`config.mk`:
```
export PLATFORM = sky130hd
export DESIGN_NAME = ext_bus_if
export DESIGN_NICKNAME = d
export VERILOG_FILES = /design/src/hdl/ebi_pkg.sv /design/src/hdl/periph_if.sv /design/src/hdl/ext_bus_if.sv /design/src/hdl/periph_strobe.sv
export SDC_FILE = /design/constraint.sdc
export NUM_CORES = 1
export LEC_CHECK = 0
export BUFFER_PORTS_ARGS = -buffer_cell sky130_fd_sc_hd__buf_4
export CAP_MARGIN = 20
export CORE_UTILIZATION = 55
export CTS_CLUSTER_DIAMETER = 150
export DETAILED_ROUTE_END_ITERATION = 16
export PLACE_DENSITY = 0.95
export SYNTH_ARGS = -nofsm -noshare
export SYNTH_HDL_FRONTEND = slang
export SYNTH_SLANG_ARGS = --single-unit
```
`constraint.sdc`:
```
create_clock -name core_clk -period 3.8 [get_ports core_clk]
set_clock_uncertainty 0.15 [all_clocks]
set_input_delay 0.19 -clock core_clk [delete_from_list [all_inputs] [get_ports core_clk]]
set_output_delay 0.19 -clock core_clk [all_outputs]
set_load 0.05 [all_outputs]
```
`src/hdl/ebi_pkg.sv`:
```
// Shared constants and types for the external memory bus interface
package ebi_pkg;

   // =====================================================================
   // Widths
   localparam int DATA_W     = 16;
   localparam int ADDR_W     = 25;          // 32 Mwords of 16 bits = 64 MB
   localparam int MEM_ADDR_W = 13;
   localparam int COL_W      = 9;
   localparam int BANK_W     = 2;
   localparam int ROW_W      = 13;

   // =====================================================================
   // Address field positions (word address)
   localparam int COL_LSB  = 0;
   localparam int BANK_LSB = COL_W;
   localparam int ROW_LSB  = COL_W + BANK_W;
   localparam int SEL_BIT  = COL_W + BANK_W + ROW_W;   // device select

   // Column address bit 10 carries auto-precharge
   localparam int AP_BIT = 10;

   // =====================================================================
   // Timing
   localparam int CLK_PERIOD_NS = 20;
   localparam int TRCD_NS       = 20;
   localparam int TRP_NS        = 20;
   localparam int CAS_LAT       = 2;
   localparam int TRCD_CYC = (TRCD_NS + CLK_PERIOD_NS - 1) / CLK_PERIOD_NS;
   localparam int TRP_CYC  = (TRP_NS + CLK_PERIOD_NS - 1) / CLK_PERIOD_NS;
   localparam logic [3:0] CNT_ZERO = 4'h0;
   localparam logic [3:0] CNT_ONE  = 4'h1;

   // =====================================================================
   // Memory command codes {select_n, row_n, col_n, write_n}
   localparam logic [3:0] CMD_NOP   = 4'h7;
   localparam logic [3:0] CMD_ACT   = 4'h3;
   localparam logic [3:0] CMD_READ  = 4'h5;
   localparam logic [3:0] CMD_WRITE = 4'h4;
   localparam logic [3:0] CMD_DESEL = 4'hF;

   // =====================================================================
   // Target spaces of a request
   typedef enum logic [1:0] {
      TGT_SDRAM = 2'h0,
      TGT_ASYNC = 2'h1,
      TGT_PERIPH = 2'h2
   } target_e;

endpackage

```
`src/hdl/periph_if.sv`:
```
// Handshake between the bus engine and the peripheral strobe unit
`timescale 1ns/1ps
interface periph_if;
   logic start;
   logic write;
   logic unit_b;
   logic busy;
   logic done;

   modport engine (output start, output write, output unit_b,
                   input busy, input done);
   modport strobe (input start, input write, input unit_b,
                   output busy, output done);
endinterface

```
`src/hdl/ext_bus_if.sv`:
```
// External memory bus interface: SDRAM, async selects, peripherals
`timescale 1ns/1ps
module ext_bus_if (
   // Clock and reset
   input  wire logic                         core_clk,
   input  wire logic                         rst_n,
   // Processor request (processor-initiated only, no DMA port)
   input  wire logic                         req_valid,
   output logic                              req_ready,
   input  wire logic                         req_write,
   input  wire logic [1:0]                   req_target,
   input  wire logic                         req_unit_b,
   input  wire logic [ebi_pkg::ADDR_W-1:0]   req_addr,
   input  wire logic [ebi_pkg::DATA_W-1:0]   req_wdata,
   input  wire logic [1:0]                   req_byte_en,
   output logic                              rsp_valid,
   output logic [ebi_pkg::DATA_W-1:0]        rsp_rdata,
   // Pin function
   input  wire logic                         sel_b_as_gpio,
   input  wire logic                         gpio_out,
   // SDRAM pins
   output logic                              mem_clk,
   output logic                              mem_clock_enable,
   output logic                              mem_row_strobe_n,
   output logic                              mem_col_strobe_n,
   output logic                              mem_write_strobe_n,
   output logic                              mem_select_a_n,
   output logic                              mem_select_b_n,
   output logic                              upper_byte_mask,
   output logic                              lower_byte_mask,
   output logic [1:0]                        mem_bank,
   output logic [ebi_pkg::MEM_ADDR_W-1:0]    mem_addr,
   // Shared bus pins
   output logic                              rd_wr_n,
   output logic                              out_enable_n,
   output logic [ebi_pkg::DATA_W-1:0]        data_out,
   output logic                              data_oe,
   input  wire logic [ebi_pkg::DATA_W-1:0]   data_in,
   output logic                              buffer_enable_a,
   output logic                              buffer_enable_b,
   // Async memory selects
   output logic                              async_select_a_n,
   output logic                              async_select_b_n,
   // Peripheral pins
   input  wire logic                         periph_wait_ready,
   output logic                              periph_a_read_strobe,
   output logic                              periph_a_write_strobe,
   output logic                              periph_b_read_strobe,
   output logic                              periph_b_write_strobe
);

   typedef enum logic [6:0] {
      S_IDLE   = 7'h01,
      S_ACT    = 7'h02,
      S_CMD    = 7'h04,
      S_WAIT   = 7'h08,
      S_PRE    = 7'h10,
      S_ASYNC  = 7'h20,
      S_PERIPH = 7'h40
   } state_e;

   typedef struct packed {
      state_e                          st;
      logic [3:0]                      cnt;
      logic [3:0]                      cmd;
      logic                            write;
      logic                            unit_b;
      logic                            dev_b;
      logic [ebi_pkg::ADDR_W-1:0]      addr;
      logic [1:0]                      be;
      logic [ebi_pkg::DATA_W-1:0]      wdata;
      logic [1:0]                      bank;
      logic [ebi_pkg::MEM_ADDR_W-1:0]  maddr;
      logic                            drive;
      logic                            rsp;
      logic [ebi_pkg::DATA_W-1:0]      rdata;
      logic                            cke;
   } st_s;

   st_s s_q, s_d;

   periph_if pif ();

   periph_strobe u_strobe (
      .core_clk              (core_clk),
      .rst_n                 (rst_n),
      .pif                   (pif.strobe),
      .periph_wait_ready     (periph_wait_ready),
      .periph_a_read_strobe  (periph_a_read_strobe),
      .periph_a_write_strobe (periph_a_write_strobe),
      .periph_b_read_strobe  (periph_b_read_strobe),
      .periph_b_write_strobe (periph_b_write_strobe)
   );

   // Row and column images of a word address
   function automatic logic [ebi_pkg::MEM_ADDR_W-1:0] row_of(
         input logic [ebi_pkg::ADDR_W-1:0] a);
      row_of = a[ebi_pkg::ROW_LSB +: ebi_pkg::ROW_W];
   endfunction

   function automatic logic [ebi_pkg::MEM_ADDR_W-1:0] col_of(
         input logic [ebi_pkg::ADDR_W-1:0] a);
      logic [ebi_pkg::MEM_ADDR_W-1:0] c;
      c = '0;
      c[ebi_pkg::COL_W-1:0] = a[ebi_pkg::COL_LSB +: ebi_pkg::COL_W];
      c[ebi_pkg::AP_BIT]    = 1'b1;
      col_of = c;
   endfunction

   // =====================================================================
   // Sequencer
   always_comb begin
      s_d     = s_q;
      // Idle cycles deselect, so select a, and select b unless sel_b_as_gpio, only mark real commands
      s_d.cmd = ebi_pkg::CMD_DESEL;
      s_d.rsp = 1'b0;
      s_d.cke = 1'b1;
      if (s_q.cnt != ebi_pkg::CNT_ZERO) begin
         s_d.cnt = s_q.cnt - ebi_pkg::CNT_ONE;
      end
      pif.start  = 1'b0;
      pif.write  = s_q.write;
      pif.unit_b = s_q.unit_b;
      unique case (s_q.st)
         S_IDLE: begin
            s_d.drive = 1'b0;
            if (req_valid) begin
               s_d.write  = req_write;
               s_d.unit_b = req_unit_b;
               s_d.addr   = req_addr;
               s_d.be     = req_byte_en;
               s_d.wdata  = req_wdata;
               s_d.dev_b  = req_addr[ebi_pkg::SEL_BIT];
               s_d.drive  = req_write;
               if (req_target == ebi_pkg::TGT_SDRAM) begin
                  s_d.st    = S_ACT;
                  s_d.cmd   = ebi_pkg::CMD_ACT;
                  s_d.bank  = req_addr[ebi_pkg::BANK_LSB +: ebi_pkg::BANK_W];
                  s_d.maddr = row_of(req_addr);
                  s_d.cnt   = 4'(ebi_pkg::TRCD_CYC);
               end else if (req_target == ebi_pkg::TGT_ASYNC) begin
                  s_d.st  = S_ASYNC;
                  s_d.cnt = ebi_pkg::CNT_ONE;
               end else begin
                  s_d.st = S_PERIPH;
               end
            end
         end
         S_ACT: begin
            if (s_q.cnt <= ebi_pkg::CNT_ONE) begin
               s_d.st    = S_CMD;
               // Auto-precharge avoids tracking open rows
               s_d.cmd   = s_q.write ? ebi_pkg::CMD_WRITE
                                     : ebi_pkg::CMD_READ;
               s_d.maddr = col_of(s_q.addr);
               s_d.cnt   = s_q.write ? 4'(ebi_pkg::TRP_CYC)
                                     : 4'(ebi_pkg::CAS_LAT);
            end
         end
         S_CMD: begin
            s_d.drive = 1'b0;
            s_d.st    = S_WAIT;
         end
         S_WAIT: begin
            if (s_q.cnt == ebi_pkg::CNT_ZERO) begin
               if (!s_q.write) begin
                  s_d.rdata = data_in;
               end
               s_d.rsp = 1'b1;
               s_d.st  = S_PRE;
               s_d.cnt = 4'(ebi_pkg::TRP_CYC);
            end
         end
         S_PRE: begin
            if (s_q.cnt == ebi_pkg::CNT_ZERO) begin
               s_d.st = S_IDLE;
            end
         end
         S_ASYNC: begin
            if (s_q.cnt == ebi_pkg::CNT_ZERO) begin
               if (!s_q.write) begin
                  s_d.rdata = data_in;
               end
               s_d.rsp   = 1'b1;
               s_d.drive = 1'b0;
               s_d.st    = S_IDLE;
            end
         end
         S_PERIPH: begin
            pif.start = !pif.busy && !pif.done;
            // Data is only valid while the read strobe is still low
            if (pif.busy && periph_wait_ready && !s_q.write) begin
               s_d.rdata = data_in;
            end
            if (pif.done) begin
               s_d.rsp   = 1'b1;
               s_d.drive = 1'b0;
               s_d.st    = S_IDLE;
            end
         end
         default: begin
            s_d.st = S_IDLE;
         end
      endcase
   end

   always_ff @(posedge core_clk or negedge rst_n) begin
      if (!rst_n) begin
         s_q     <= '0;
         s_q.st  <= S_IDLE;
         s_q.cmd <= ebi_pkg::CMD_DESEL;
      end else begin
         s_q <= s_d;
      end
   end

   // =====================================================================
   // Pins
   assign req_ready = (s_q.st == S_IDLE);
   assign rsp_valid = s_q.rsp;
   assign rsp_rdata = s_q.rdata;

   // The SDRAM runs off the bus clock itself
   assign mem_clk            = core_clk;
   assign mem_clock_enable   = s_q.cke;
   assign mem_row_strobe_n   = s_q.cmd[2];
   assign mem_col_strobe_n   = s_q.cmd[1];
   assign mem_write_strobe_n = s_q.cmd[0];
   assign mem_select_a_n     = s_q.cmd[3] | s_q.dev_b;
   assign mem_select_b_n     = sel_b_as_gpio ? gpio_out
                               : (s_q.cmd[3] | ~s_q.dev_b);
   assign upper_byte_mask    = ~s_q.be[1];
   assign lower_byte_mask    = ~s_q.be[0];
   assign mem_bank           = s_q.bank;
   assign mem_addr           = s_q.maddr;

   wire busy_any = (s_q.st != S_IDLE);
   assign rd_wr_n      = ~(busy_any & s_q.write);
   assign out_enable_n = ~((s_q.st == S_ASYNC) & ~s_q.write);
   assign data_out     = s_q.wdata;
   assign data_oe      = s_q.drive;
   assign async_select_a_n = ~((s_q.st == S_ASYNC) & ~s_q.unit_b);
   assign async_select_b_n = ~((s_q.st == S_ASYNC) &  s_q.unit_b);
   // Buffer a serves memories, b the peripherals
   assign buffer_enable_a = busy_any & (s_q.st != S_PERIPH);
   assign buffer_enable_b = (s_q.st == S_PERIPH);

   // =====================================================================
   // Checks
   act_then_cmd_a : assert property (@(posedge core_clk)
      disable iff (!rst_n)
      s_q.cmd == ebi_pkg::CMD_ACT |-> ##[1:4]
      (s_q.cmd == ebi_pkg::CMD_READ || s_q.cmd == ebi_pkg::CMD_WRITE))
      else $error("column command missing after activate");
   write_strobe_a : assert property (@(posedge core_clk)
      disable iff (!rst_n)
      !s_q.write && busy_any |-> mem_write_strobe_n)
      else $error("write strobe low during read");
   rw_line_a : assert property (@(posedge core_clk)
      disable iff (!rst_n)
      s_q.st == S_ASYNC |-> rd_wr_n == !s_q.write)
      else $error("read/write line wrong");
   oe_read_a : assert property (@(posedge core_clk)
      disable iff (!rst_n)
      !out_enable_n |-> !s_q.write && !async_select_a_n ^ !async_select_b_n)
      else $error("output enable outside async read");
   select_excl_a : assert property (@(posedge core_clk)
      disable iff (!rst_n)
      !sel_b_as_gpio |-> mem_select_a_n || mem_select_b_n)
      else $error("both SDRAM selects low");
   gpio_pin_a : assert property (@(posedge core_clk)
      disable iff (!rst_n)
      sel_b_as_gpio |-> mem_select_b_n == gpio_out)
      else $error("select b not following gpio");
   cke_high_a : assert property (@(posedge core_clk)
      disable iff (!rst_n)
      $rose(rst_n) ##1 1'b1 |-> mem_clock_enable)
      else $error("clock enable low");
   write_drive_a : assert property (@(posedge core_clk)
      disable iff (!rst_n)
      s_q.cmd == ebi_pkg::CMD_WRITE |-> data_oe)
      else $error("data not driven on write");
   row_addr_a : assert property (@(posedge core_clk)
      disable iff (!rst_n)
      s_q.cmd == ebi_pkg::CMD_ACT |-> mem_addr == row_of(s_q.addr))
      else $error("row address wrong");

endmodule

```
`src/hdl/periph_strobe.sv`:
```
// Strobe generator for the two wait-capable peripherals
`timescale 1ns/1ps
module periph_strobe (
   // Clock and reset
   input  wire logic core_clk,
   input  wire logic rst_n,
   // Engine side
   periph_if.strobe  pif,
   // Pins
   input  wire logic periph_wait_ready,
   output logic      periph_a_read_strobe,
   output logic      periph_a_write_strobe,
   output logic      periph_b_read_strobe,
   output logic      periph_b_write_strobe
);

   typedef struct packed {
      logic active;
      logic write;
      logic unit_b;
      logic done;
   } st_s;

   st_s s_q, s_d;

   // =====================================================================
   // Next state
   always_comb begin
      s_d      = s_q;
      s_d.done = 1'b0;
      if (!s_q.active && pif.start) begin
         s_d.active = 1'b1;
         s_d.write  = pif.write;
         s_d.unit_b = pif.unit_b;
      end else if (s_q.active && periph_wait_ready) begin
         // Not ready keeps the strobe low; ready ends the access
         s_d.active = 1'b0;
         s_d.done   = 1'b1;
      end
   end

   always_ff @(posedge core_clk or negedge rst_n) begin
      if (!rst_n) begin
         s_q <= '0;
      end else begin
         s_q <= s_d;
      end
   end

   assign pif.busy = s_q.active;
   assign pif.done = s_q.done;

   // Strobes are active low, one per direction and unit
   assign periph_a_read_strobe  = ~(s_q.active & ~s_q.write & ~s_q.unit_b);
   assign periph_a_write_strobe = ~(s_q.active &  s_q.write & ~s_q.unit_b);
   assign periph_b_read_strobe  = ~(s_q.active & ~s_q.write &  s_q.unit_b);
   assign periph_b_write_strobe = ~(s_q.active &  s_q.write &  s_q.unit_b);

   // =====================================================================
   // Checks
   strobe_held_a : assert property (@(posedge core_clk)
      disable iff (!rst_n)
      s_q.active && !periph_wait_ready |=> s_q.active)
      else $error("strobe released while not ready");
   strobe_end_a : assert property (@(posedge core_clk)
      disable iff (!rst_n)
      s_q.active && periph_wait_ready |=> !s_q.active && pif.done)
      else $error("strobe not ended on ready");
   one_strobe_a : assert property (@(posedge core_clk)
      disable iff (!rst_n)
      $countones({periph_a_read_strobe, periph_a_write_strobe,
                  periph_b_read_strobe, periph_b_write_strobe}) >= 3)
      else $error("more than one peripheral strobe low");

endmodule
```
Word level (Yosys, flattened, before mapping) --
Cells that the tools add are included.
Storage, ports and cells: input port bits 69, register bits after elaboration 99, word-level logic and storage cells 119, output and inout bits 69
Cells by class: $lt $le $gt $ge 1, muxes and demuxes 31, bitwise operators 28, reduce and logical (&&, ||, !) cells 21, eq/ne operators 18, $add $sub $neg 1
Operators with widths (number):
- 77-bit 2-to-1 mux | 1
- 17-bit one-hot mux with 3 select lines | 1
- 7-bit one-hot mux with 6 select lines | 1
- 16-bit 2-to-1 mux | 2
- 15-bit 2-to-1 mux | 2
- 13-bit one-hot mux with 2 select lines | 1
- 11-bit 2-to-1 mux | 2
- 7-bit 2-to-1 mux | 3
- 18-bit 2-to-1 mux | 1
- 17-bit 2-to-1 mux | 1
- 1-bit NOT | 15
- 13-bit 2-to-1 mux | 1
- 4-bit 2-to-1 mux | 3
- 4-bit one-hot mux with 3 select lines | 1
- 1-bit AND | 11
- 2-bit by 1-bit inequality test with 1-bit output (second input constant) | 4
- 2-bit inequality test (second input constant) | 4
- 4-bit one-hot mux with 2 select lines | 1
- 4-bit AND reduction | 2
- 4-bit nonzero test | 2
- 7-bit by 1-bit equality test with 1-bit output (second input constant) | 1
- 7-bit by 2-bit equality test with 1-bit output (second input constant) | 1
- 7-bit by 3-bit equality test with 1-bit output (second input constant) | 1
- 7-bit by 4-bit equality test with 1-bit output (second input constant) | 1
- 22 further kinds | 37

Logic depth before layout (Yosys ltp) --
Gate-level depths: netlist of run 1.
word-level depth 6, depth in mapped cells 7, depth with buffers taken out 7

By module --
From an unflattened synthesis of run 1, not the netlist that was laid out.
Second synthesis, totals: cell total of the unflattened synthesis 372, area total of the unflattened synthesis 4249.1 sq um
By module, submodules not included:
- ext_bus_if | instances 1, area an instance 4073.9 sq um, cells each 358, seq. area each 1983.2 sq um
- periph_strobe | instances 1, area an instance 175.2 sq um, cells each 14, seq. area each 100.1 sq um

==> qor.yml, run 1 <==
critPathRequiredTime_ps: 3980
io_pins: 138
min_period_ps: 3080
die-area_mm2: 0.00788
p_int_uw: 2660
track_usage: 0.294
synth_area_mm2: 0.00414
worst_slew_pin_slew_ps: 996
grt_setup_unrepaired: "false"
grt_overflow: 0
gr-usage-met1: 0.325
setup_viol: 0
cap_violations: 0
row_count: 31
clock_latency_ps: 450
endpoint_kind: "register"
area_growth_pct: 39.6
yosys-top-cells-area: "dfrtp_1 47%, mux2_2 11%, buf_4 8.7%"
dr.pass1.iters: 7
portBuffers: 137
synth_warnings: 0
antenna_cells: 0
grt_antenna_before_repair: 0
die_y_um: 88.8
max_freq_mhz: 324
worstHoldStart: "req_addr[15]"
arrival_ps: 3270
synth_cell_type_count: 50
yosys.area.top_type_share: 0.471
rrSetupSlack_ps: 720
synth.avg_cell_area_um2: 11.3
p_leak_uw: 0.00281
setup_tns_ps: 0
syn_inst: 367
ir_drop_uv: 596
place_congestion: 0.879
status: "completed"
gr-usage-met2: 0.518
clk_pin_slew_worst_paths_ps: 90
fin_crit_sh: 0.811
ant_nets: 0
power_density_mw_per_mm2: 869
total_power_uw: 5030
min-delay-path-class: "input port to register"
grt_pass1_vias: 3400
coreArea_mm2: 0.00725
vias: 3331
die_w_um: 88.8
switching_share: 0.471
hold_path_depth: 4
p_comb_frac: 0.525
synth_area_leader_cell: "dfrtp_1"
use_met3: 0.0951
drc_errors: 0
dp.final_hpwl_mm: 6.15
r2r_cells: 4
synthFlopType: "dfrtp_1"
r2r-end: "rsp_rdata[5]"
viasPerCell: 5.36
path_buf_inv: 0
max_stage_delay_ps: 690
drtIter0Drc: 210
syn-num-nets: 439
slowest_stage: "or4_1"
r2r_start: "s_q[91]"
grt_max_degree: 84
start_util: 0.571
hold_violations: 0
busiest_layer: "met2"
drive_gt1_frac: 0.428
cp_cell_sequence: "or4_1 > or4b_4 > a21oi_4 > mux2_2"
drt_wl_total_mm: 10.8
synth_edf_count: 0
routedWlPerCell_um: 17.4
tritoncts: "yes"
p_switching_uw: 2370
layout.nets: 591
synth-seq-cells: 83
path_class: "register to register"
seqPwrFrac: 0.306
hold_path_end: "mem_addr[4]"
clockPowerShare: 0.169
maxSlewViolCount: 0
slew_headroom: 0.336
critPathTopFamily: "simple AND/OR/NAND/NOR gates"
ys_seq_area_frac: 0.503
synthArstFlopShare: 1.00
worst-path-max-fanout: 16
start_kind: "register"
grt_pass1_wl_mm: 16.6
## sequential cells by signal (all words and copies together), names as in the netlist
register	count
mem_bank	2
mem_addr	13
mem_write_strobe_n	1
rsp_valid	1
s_q	24
pif.unit_b	1
u_strobe.s_q	2
mem_col_strobe_n	1
pif.write	1
rsp_rdata	16
mem_row_strobe_n	1
data_oe	1
data_out	16
mem_clock_enable	1
u_strobe.pif.busy	1
u_strobe.pif.done	1
## power groups by stage
stage	logic, µW	registers [µW]	clock network, µW
after floorplan	2190	1450	56.7
final	2640	1540	849
after detailed placement	2530	1530	56.7
after global placement	2460	1500	56.7
after CTS	2600	1520	861
after global routing	2780	1580	907
## layout by cell type (no fill, tap or decap), types with 2 or more instances in the layout
cell           count
nor3_1             5
dfstp_2            5
dlygate4sd3_1     62
or2_2              4
o21ai_0           14
nor3b_1            2
nand3b_1           3
a21oi_1            6
nand3_1            3
a32o_1             2
clkbuf_8          12
or3_1              5
nand2_1           30
and2_1             2
nor4_1             5
nor2b_1            5
mux2_2            42
and3_1             7
buf_4            140
mux2i_1           10
o22ai_1            4
bufinv_16          2
nor2_1             9
inv_1             17
dfrtp_1           78
nand4_1            3
a31oi_1            3
mux2_4            10
nand2b_1           5
ha_1               3
## area by class of cell
class                   instances  area [µm²]
inverters                      17        63.8
repair buffers                202        1690
clock buffers                  13         173
well taps                      99         124
multi-input cells             202        1560
flip-flops and latches         83        2080
fillers                       404        1470
clock inverters                 6        90.1
## synth_stat cells (2+ instances only)
library cell  number
o21ai_0           14
nand2_1           30
nor3_1             5
buf_1              2
nor3b_1            3
or3_1              5
inv_1             17
nand3b_1           3
dfstp_2            5
and2_1             2
nand3_1            3
mux2i_1           10
ha_1               3
mux2_4            10
clkbuf_1          13
or2_2              4
dfrtp_1           78
mux2_2            42
a21oi_1            6
and3_1             7
nor2_1             9
nor4_1             5
o22ai_1            4
buf_4             48
nand4_1            3
a32o_1             2
nand2b_1           5
nor2b_1            5
a31oi_1            3
## cell families (layout without fill, tap and decap cells)
| logic type | Yosys count | in the layout | share of synthesized area |
|---|---|---|---|
| AOI/OAI and AO/OA | 39 | 39 | 0.0619 |
| xor gates and xnor gates | 2 | 2 | 0.00423 |
| adders and majority gates | 3 | 3 | 0.00906 |
| buffers and inverters | 82 | 238 | 0.122 |
| DFF | 83 | 83 | 0.503 |
| muxes | 62 | 62 | 0.175 |
| other | 1 | 1 | 0.000905 |
| and+or+nand+nor | 95 | 95 | 0.124 |
## metal layers
layer | wire length (µm) | up-vias
met5 | 0 | -
met4 | 296 | 0
met3 | 643 | 36
met2 | 6020 | 144
met1 | 3880 | 1639
li1 | - | 1512
## how the worst max path moves through the flow
stage | end | startpoint | cells past startpoint
3_5_place_dp | rsp_rdata[1] | s_q[91] | 4
2_1_floorplan | buffer_enable_a | s_q[91] | 4
4_1_cts | rsp_rdata[5] | s_q[91] | 4
5_1_grt | rsp_rdata[5] | s_q[91] | 4
3_3_place_gp | rsp_rdata[2] | s_q[91] | 4
6_report | rsp_rdata[5] | s_q[91] | 4
## worst reg2reg max path, delay by kind of cell, from the launching register on
| family | cells | cell delay [ps] |
|---|---|---|
| simple gates | 2 | 1290 |
| compound gates | 1 | 590 |
| flops | 1 | 520 |
| mux | 1 | 420 |
## through the flow
stage,hold slack (ps),cell area [µm²],utilization,setup WS (ps),std cells
final,31.3,5780,0.797,717,622
after global routing,28.1,5780,0.797,649,622
after CTS,10.8,5750,0.792,773,620
after detailed placement,210,4880,0.673,794,541
after global placement,210,4880,0.673,881,541
after floorplan,-256,4140,-,665,367
## repair_timing
| item | CTS | global route |
|---|---|---|
| hold endpoints to repair | 139 | 9 |
| buffers inserted | 0 | 0 |
| hold buffers | 61 | 1 |
| gates resized for setup | 0 | 0 |
Note: power is estimated with default switching activity, not from simulation.
==> run 2, diff against run 1 <==
- CORE_UTILIZATION: 55 -> 51
- PLACE_DENSITY: 0.95 -> 0.92
- clock period: 3.8 -> 3.1 ns (I/O delays scaled with it)
==> qor.yml, run 2 (same netlist as run 1, synthesis figures left out) <==
die-area_mm2: 0.00849
hold_violations: 0
hold_path_depth: 4
ir_drop_uv: 1030
layout_common_cells: "143 x buf_4, 78 x dfrtp_1, 68 x dlygate4sd3_1, 42 x mux2_2, 30 x nand2_1"
tritoncts: "yes"
worstHoldStart: "req_addr[1]"
place_inst: 547
worst_slew_pin_slew_ps: 787
grt_max_degree: 84
track_usage: 0.276
vias: 3353
coreArea_mm2: 0.00781
fin_cells: 635
portBuffers: 137
drtIter0Drc: 206
min_period_ps: 2840
viasPerCell: 5.28
grt_pass1_vias: 3626
clock_latency_ps: 460
cap_violations: 0
drt_wl_total_mm: 11.4
r2r_cells: 5
max_freq_mhz: 352
io_pins: 138
routed.top_layer: "met4"
ant_nets: 0
r2r_start: "s_q[90]"
arrival_ps: 3040
rrSetupSlack_ps: 260
final_common_cell: "buf_4"
place_ws_ps: 299
min-delay-path-class: "input port to register"
grt_overflow: 0
worst-path-max-fanout: 16
dr_wl_met2_mm: 5.96
post_cts_buffers: 0
setup_tns_ps: 0
total_power_uw: 6210
status: "completed"
row_count: 32
setup_viol: 0
antenna_cells: 0
place_congestion: 0.840
start_util: 0.531
largest_register_ffs: 24
power_density_mw_per_mm2: 1060
endpoint_kind: "register"
die_y_um: 92.1
area_growth_pct: 42.0
drc_errors: 0
hold_path_end: "s_q[53]"
p_leak_uw: 0.00286
drive_gt1_frac: 0.426
critPathRequiredTime_ps: 3290
layout.nets: 600
maxSlewViolCount: 0
grt_pass1_wl_mm: 17.8
grt_antenna_before_repair: 0
top_register: "s_q"
dr.pass1.iters: 4
cts_resized: 0
layout_setup_ws_ps: 257
routedWlPerCell_um: 17.9
clk_pin_slew_worst_paths_ps: 90
path_class: "register to register"
cts_hold_buf: 67
die_w_um: 92.1
crit_start: "s_q[90]"
start_kind: "register"
dp.final_hpwl_mm: 6.28
route.met3.wl_um: 680
r2r-end: "rsp_rdata[3]"
hold_slack_ps: 313
slew_headroom: 0.474
drt-met1-wl_mm: 4.40
grt_setup_unrepaired: "false"
fin_crit_sh: 0.917
run 2: changes by cell type in the layout (fill, tap and decap cells not counted):
cell and delta:
buf_4 +3, clkbuf_1 +1, clkbuf_8 +1, clkinv_2 -1
dlygate4sd3_1 +6
run 2: final cells by class:
cell class / instances / area [µm²]
Clock buffer: 15 / 190
Clock inverter: 5 / 85.1
Fill cell: 446 / 1920
Inverter: 17 / 63.8
Multi-Input combinational cell: 202 / 1560
Sequential cell: 83 / 2080
Tap cell: 102 / 128
Timing Repair Buffer: 211 / 1770
run 2: stage by stage:
stage | util | cell area [µm²]
3_3_place_gp | 0.629 | 4910
3_5_place_dp | 0.629 | 4910
4_1_cts | 0.749 | 5850
5_1_grt | 0.754 | 5880
6_report | 0.754 | 5880
2_1_floorplan | - | 4140
run 2: report_power, final:
group | internal, µW | total (µW) | switching (µW)
Sequential | 1540 | 1890 | 349
Clock | 580 | 1070 | 486
Combinational | 1180 | 3260 | 2080
Total | 3300 | 6210 | 2910
run 2: worst max-delay path by stage:
stage / to / slack (ps) / cells past startpoint
CTS: rsp_rdata[3] / 280 / 5
finish: rsp_rdata[3] / 260 / 5
detailed placement: rsp_rdata[3] / 300 / 5
floorplan: buffer_enable_a / 0.009 / 4
global route: rsp_rdata[1] / 170 / 5
global placement: rsp_rdata[0] / 350 / 5
run 2: per-layer routing:
layer	track usage	vias to the layer above
li1	-	1542
met1	0.314	1637
met2	0.483	140
met3	0.0755	34
met4	0.125	0
met5	0	-
run 2: worst max-delay path: stages, from the launching register on:
cell     delay [ps]
dfrtp_1         520
or4_1           680
or4b_4          580
a21oi_4         150
buf_4           290
mux2_2          370
==> run 3, diff against run 2 <==
- ABC_AREA: not set -> 1
- BUFFER_PORTS_ARGS: -buffer_cell sky130_fd_sc_hd__buf_4 -> not set
- CORE_UTILIZATION: 51 -> 64
- DONT_BUFFER_PORTS: not set -> 1
- PLACE_DENSITY: 0.92 -> 0.91
==> qor.yml, run 3 <==
status: "completed"
synth.avg_cell_area_um2: 7.64
grt_overflow: 0
layout.nets: 721
maxSlewViolCount: 0
dr.pass1.iters: 5
design_area_mm2: 0.00544
cts_resized: 0
ant_nets: 0
dp.final_hpwl_mm: 7.15
fin_crit_sh: 0.828
coreArea_mm2: 0.00721
drc_errors: 0
worst-path-max-fanout: 18
cp_cell_sequence: "nor2_1 > nand2_1 > nor2_2 > nand2_1"
power_density_mw_per_mm2: 1060
root_buffer: "clkbuf_8"
yosys.area.top_type_share: 0.412
synth_warnings: 0
viasPerCell: 5.78
synth_cell_type_count: 33
cts_hold_buf: 86
slowest_stage: "nor2_2"
routedWlPerCell_um: 17.2
hold_violations: 0
synth.most_common_cell: "nand2_1"
start_kind: "register"
largest_register_ffs: 24
synthArstFlopShare: 1.00
critPathRequiredTime_ps: 2790
start_util: 0.657
ir_drop_uv: 681
placed_area_mm2: 0.00437
synth_area_mm2: 0.00474
area_growth_pct: 14.9
h-tree-depth: 3
synthFlopType: "dfrtp_1"
grt_pass1_wl_mm: 20.0
worst_slew_pin_slew_ps: 1050
grt_pass1_vias: 4213
synth_area_leader_cell: "dfrtp_1"
syn_inst: 620
clk_pin_slew_worst_paths_ps: 100
min_period_ps: 2570
final_common_cell: "nand2_1"
grt_max_degree: 84
ys_seq_area_frac: 0.440
die-area_mm2: 0.00775
layout_common_cells: "214 x nand2_1, 85 x dlygate4sd3_1, 79 x nand3_1, 78 x dfrtp_1, 41 x inv_1"
drive_gt1_frac: 0.0872
portBuffers: 0
setup_tns_ps: 0
yosys-top-cells-area: "dfrtp_1 41%, nand2_1 17%, nand3_1 8.3%"
io_pins: 138
grt_setup_unrepaired: "false"
syn-num-nets: 692
clock_latency_ps: 350
arrival_ps: 2260
drt_wl_total_mm: 13.0
p_leak_uw: 0.00268
max_stage_delay_ps: 600
die_y_um: 88.0
endpoint_kind: "output port"
setup_viol: 0
top_register: "s_q"
crit_top_cell: "nand2_1"
synth_edf_count: 0
cap_violations: 0
vias: 4364
drtIter0Drc: 413
clockBufferDepth: 2
cts_made_buffers: 9
path_class: "register to output port"
tritoncts: "yes"
max_freq_mhz: 389
slew_headroom: 0.295
row_count: 31
track_usage: 0.343
clock_sinks: 83
die_w_um: 88.0
place_inst: 651
grt_antenna_before_repair: 1
min-delay-path-class: "input port to register"
synth_top_cells_by_count: "214 x nand2_1, 79 x nand3_1, 78 x dfrtp_1, 50 x buf_4, 41 x inv_1"
place_congestion: 0.933
synth-seq-cells: 83
post_cts_buffers: 0
fin_cells: 755
-- run 3: cell count changes after synthesis, moves of 13 or more --
cell / previous run / this run
nand2_1: 30 / 214
nand3_1: 3 / 79
mux2_2: 42 / 0
a21oi_1: 6 / 32
inv_1: 17 / 41
nor2_1: 9 / 30
o21ai_0: 14 / 27
-- run 3: stage by stage --
step | util | hold WS, ps | setup WS (ps) | total power, µW
after floorplan | - | -291 | 905 | 4800
after global placement | 0.605 | -289 | 846 | 4550
after detailed placement | 0.605 | -289 | 729 | 4670
after CTS | 0.754 | 5.10 | 589 | 5610
after global routing | 0.754 | 5.16 | 412 | 6080
final | 0.755 | 4.42 | 532 | 5740
-- run 3: worst paths after layout --
| check | from | to | slack, ps | cells past startpoint |
|---|---|---|---|---|
| max | s_q[89] | async_select_b_n | 530 | 4 |
| min | req_addr[13] | mem_addr[2] | 4 | 4 |
| max reg2reg | s_q[94] | mem_bank[1] | 550 | 8 |
| min reg2reg | s_q[59] | s_q[59] | 360 | 2 |
| max in group asynchronous | rst_n | mem_col_strobe_n | 2210 | 2 |
| min in group asynchronous | rst_n | pif.unit_b | 220 | 2 |
-- run 3: final cells by class --
class | instances | area (µm²)
sequential | 83 | 2080
multi-input combinational | 418 | 1950
fill | 479 | 1770
timing repair buffer | 90 | 908
inverter | 47 | 176
clock buffer | 10 | 128
tap | 99 | 124
clock inverter | 6 | 66.3
antenna | 2 | 5.00
-- run 3: power breakdown --
group,internal [µW],switching (µW)
registers,1510,1350
clock network,373,407
logic,620,1480
-- run 3: cell families (layout without fill, tap and decap cells) --
family                   after synthesis  count (layout)  synth area share
adder cells (fa/ha/maj)                3               3           0.00792
AND/OR/NAND/NOR                      351             351             0.334
AO/OA/AOI/OAI                         62              62            0.0676
other                                  1               3          0.000791
flip-flops                            83              83             0.440
buffers and inverters                119             153             0.148
XOR/XNOR                               1               1           0.00185
-- run 3: critical path, delay by kind of cell (launching register included) --
kind,cells,cell delay [ps]
simple gates,4,1500
flops,1,410
-- run 3: layer usage --
| layer | routed length, µm | track usage |
|---|---|---|
| met4 | 582 | 0.177 |
| met2 | 6450 | 0.578 |
| met1 | 4730 | 0.401 |
| met3 | 1200 | 0.0952 |
| met5 | 0 | 0 |
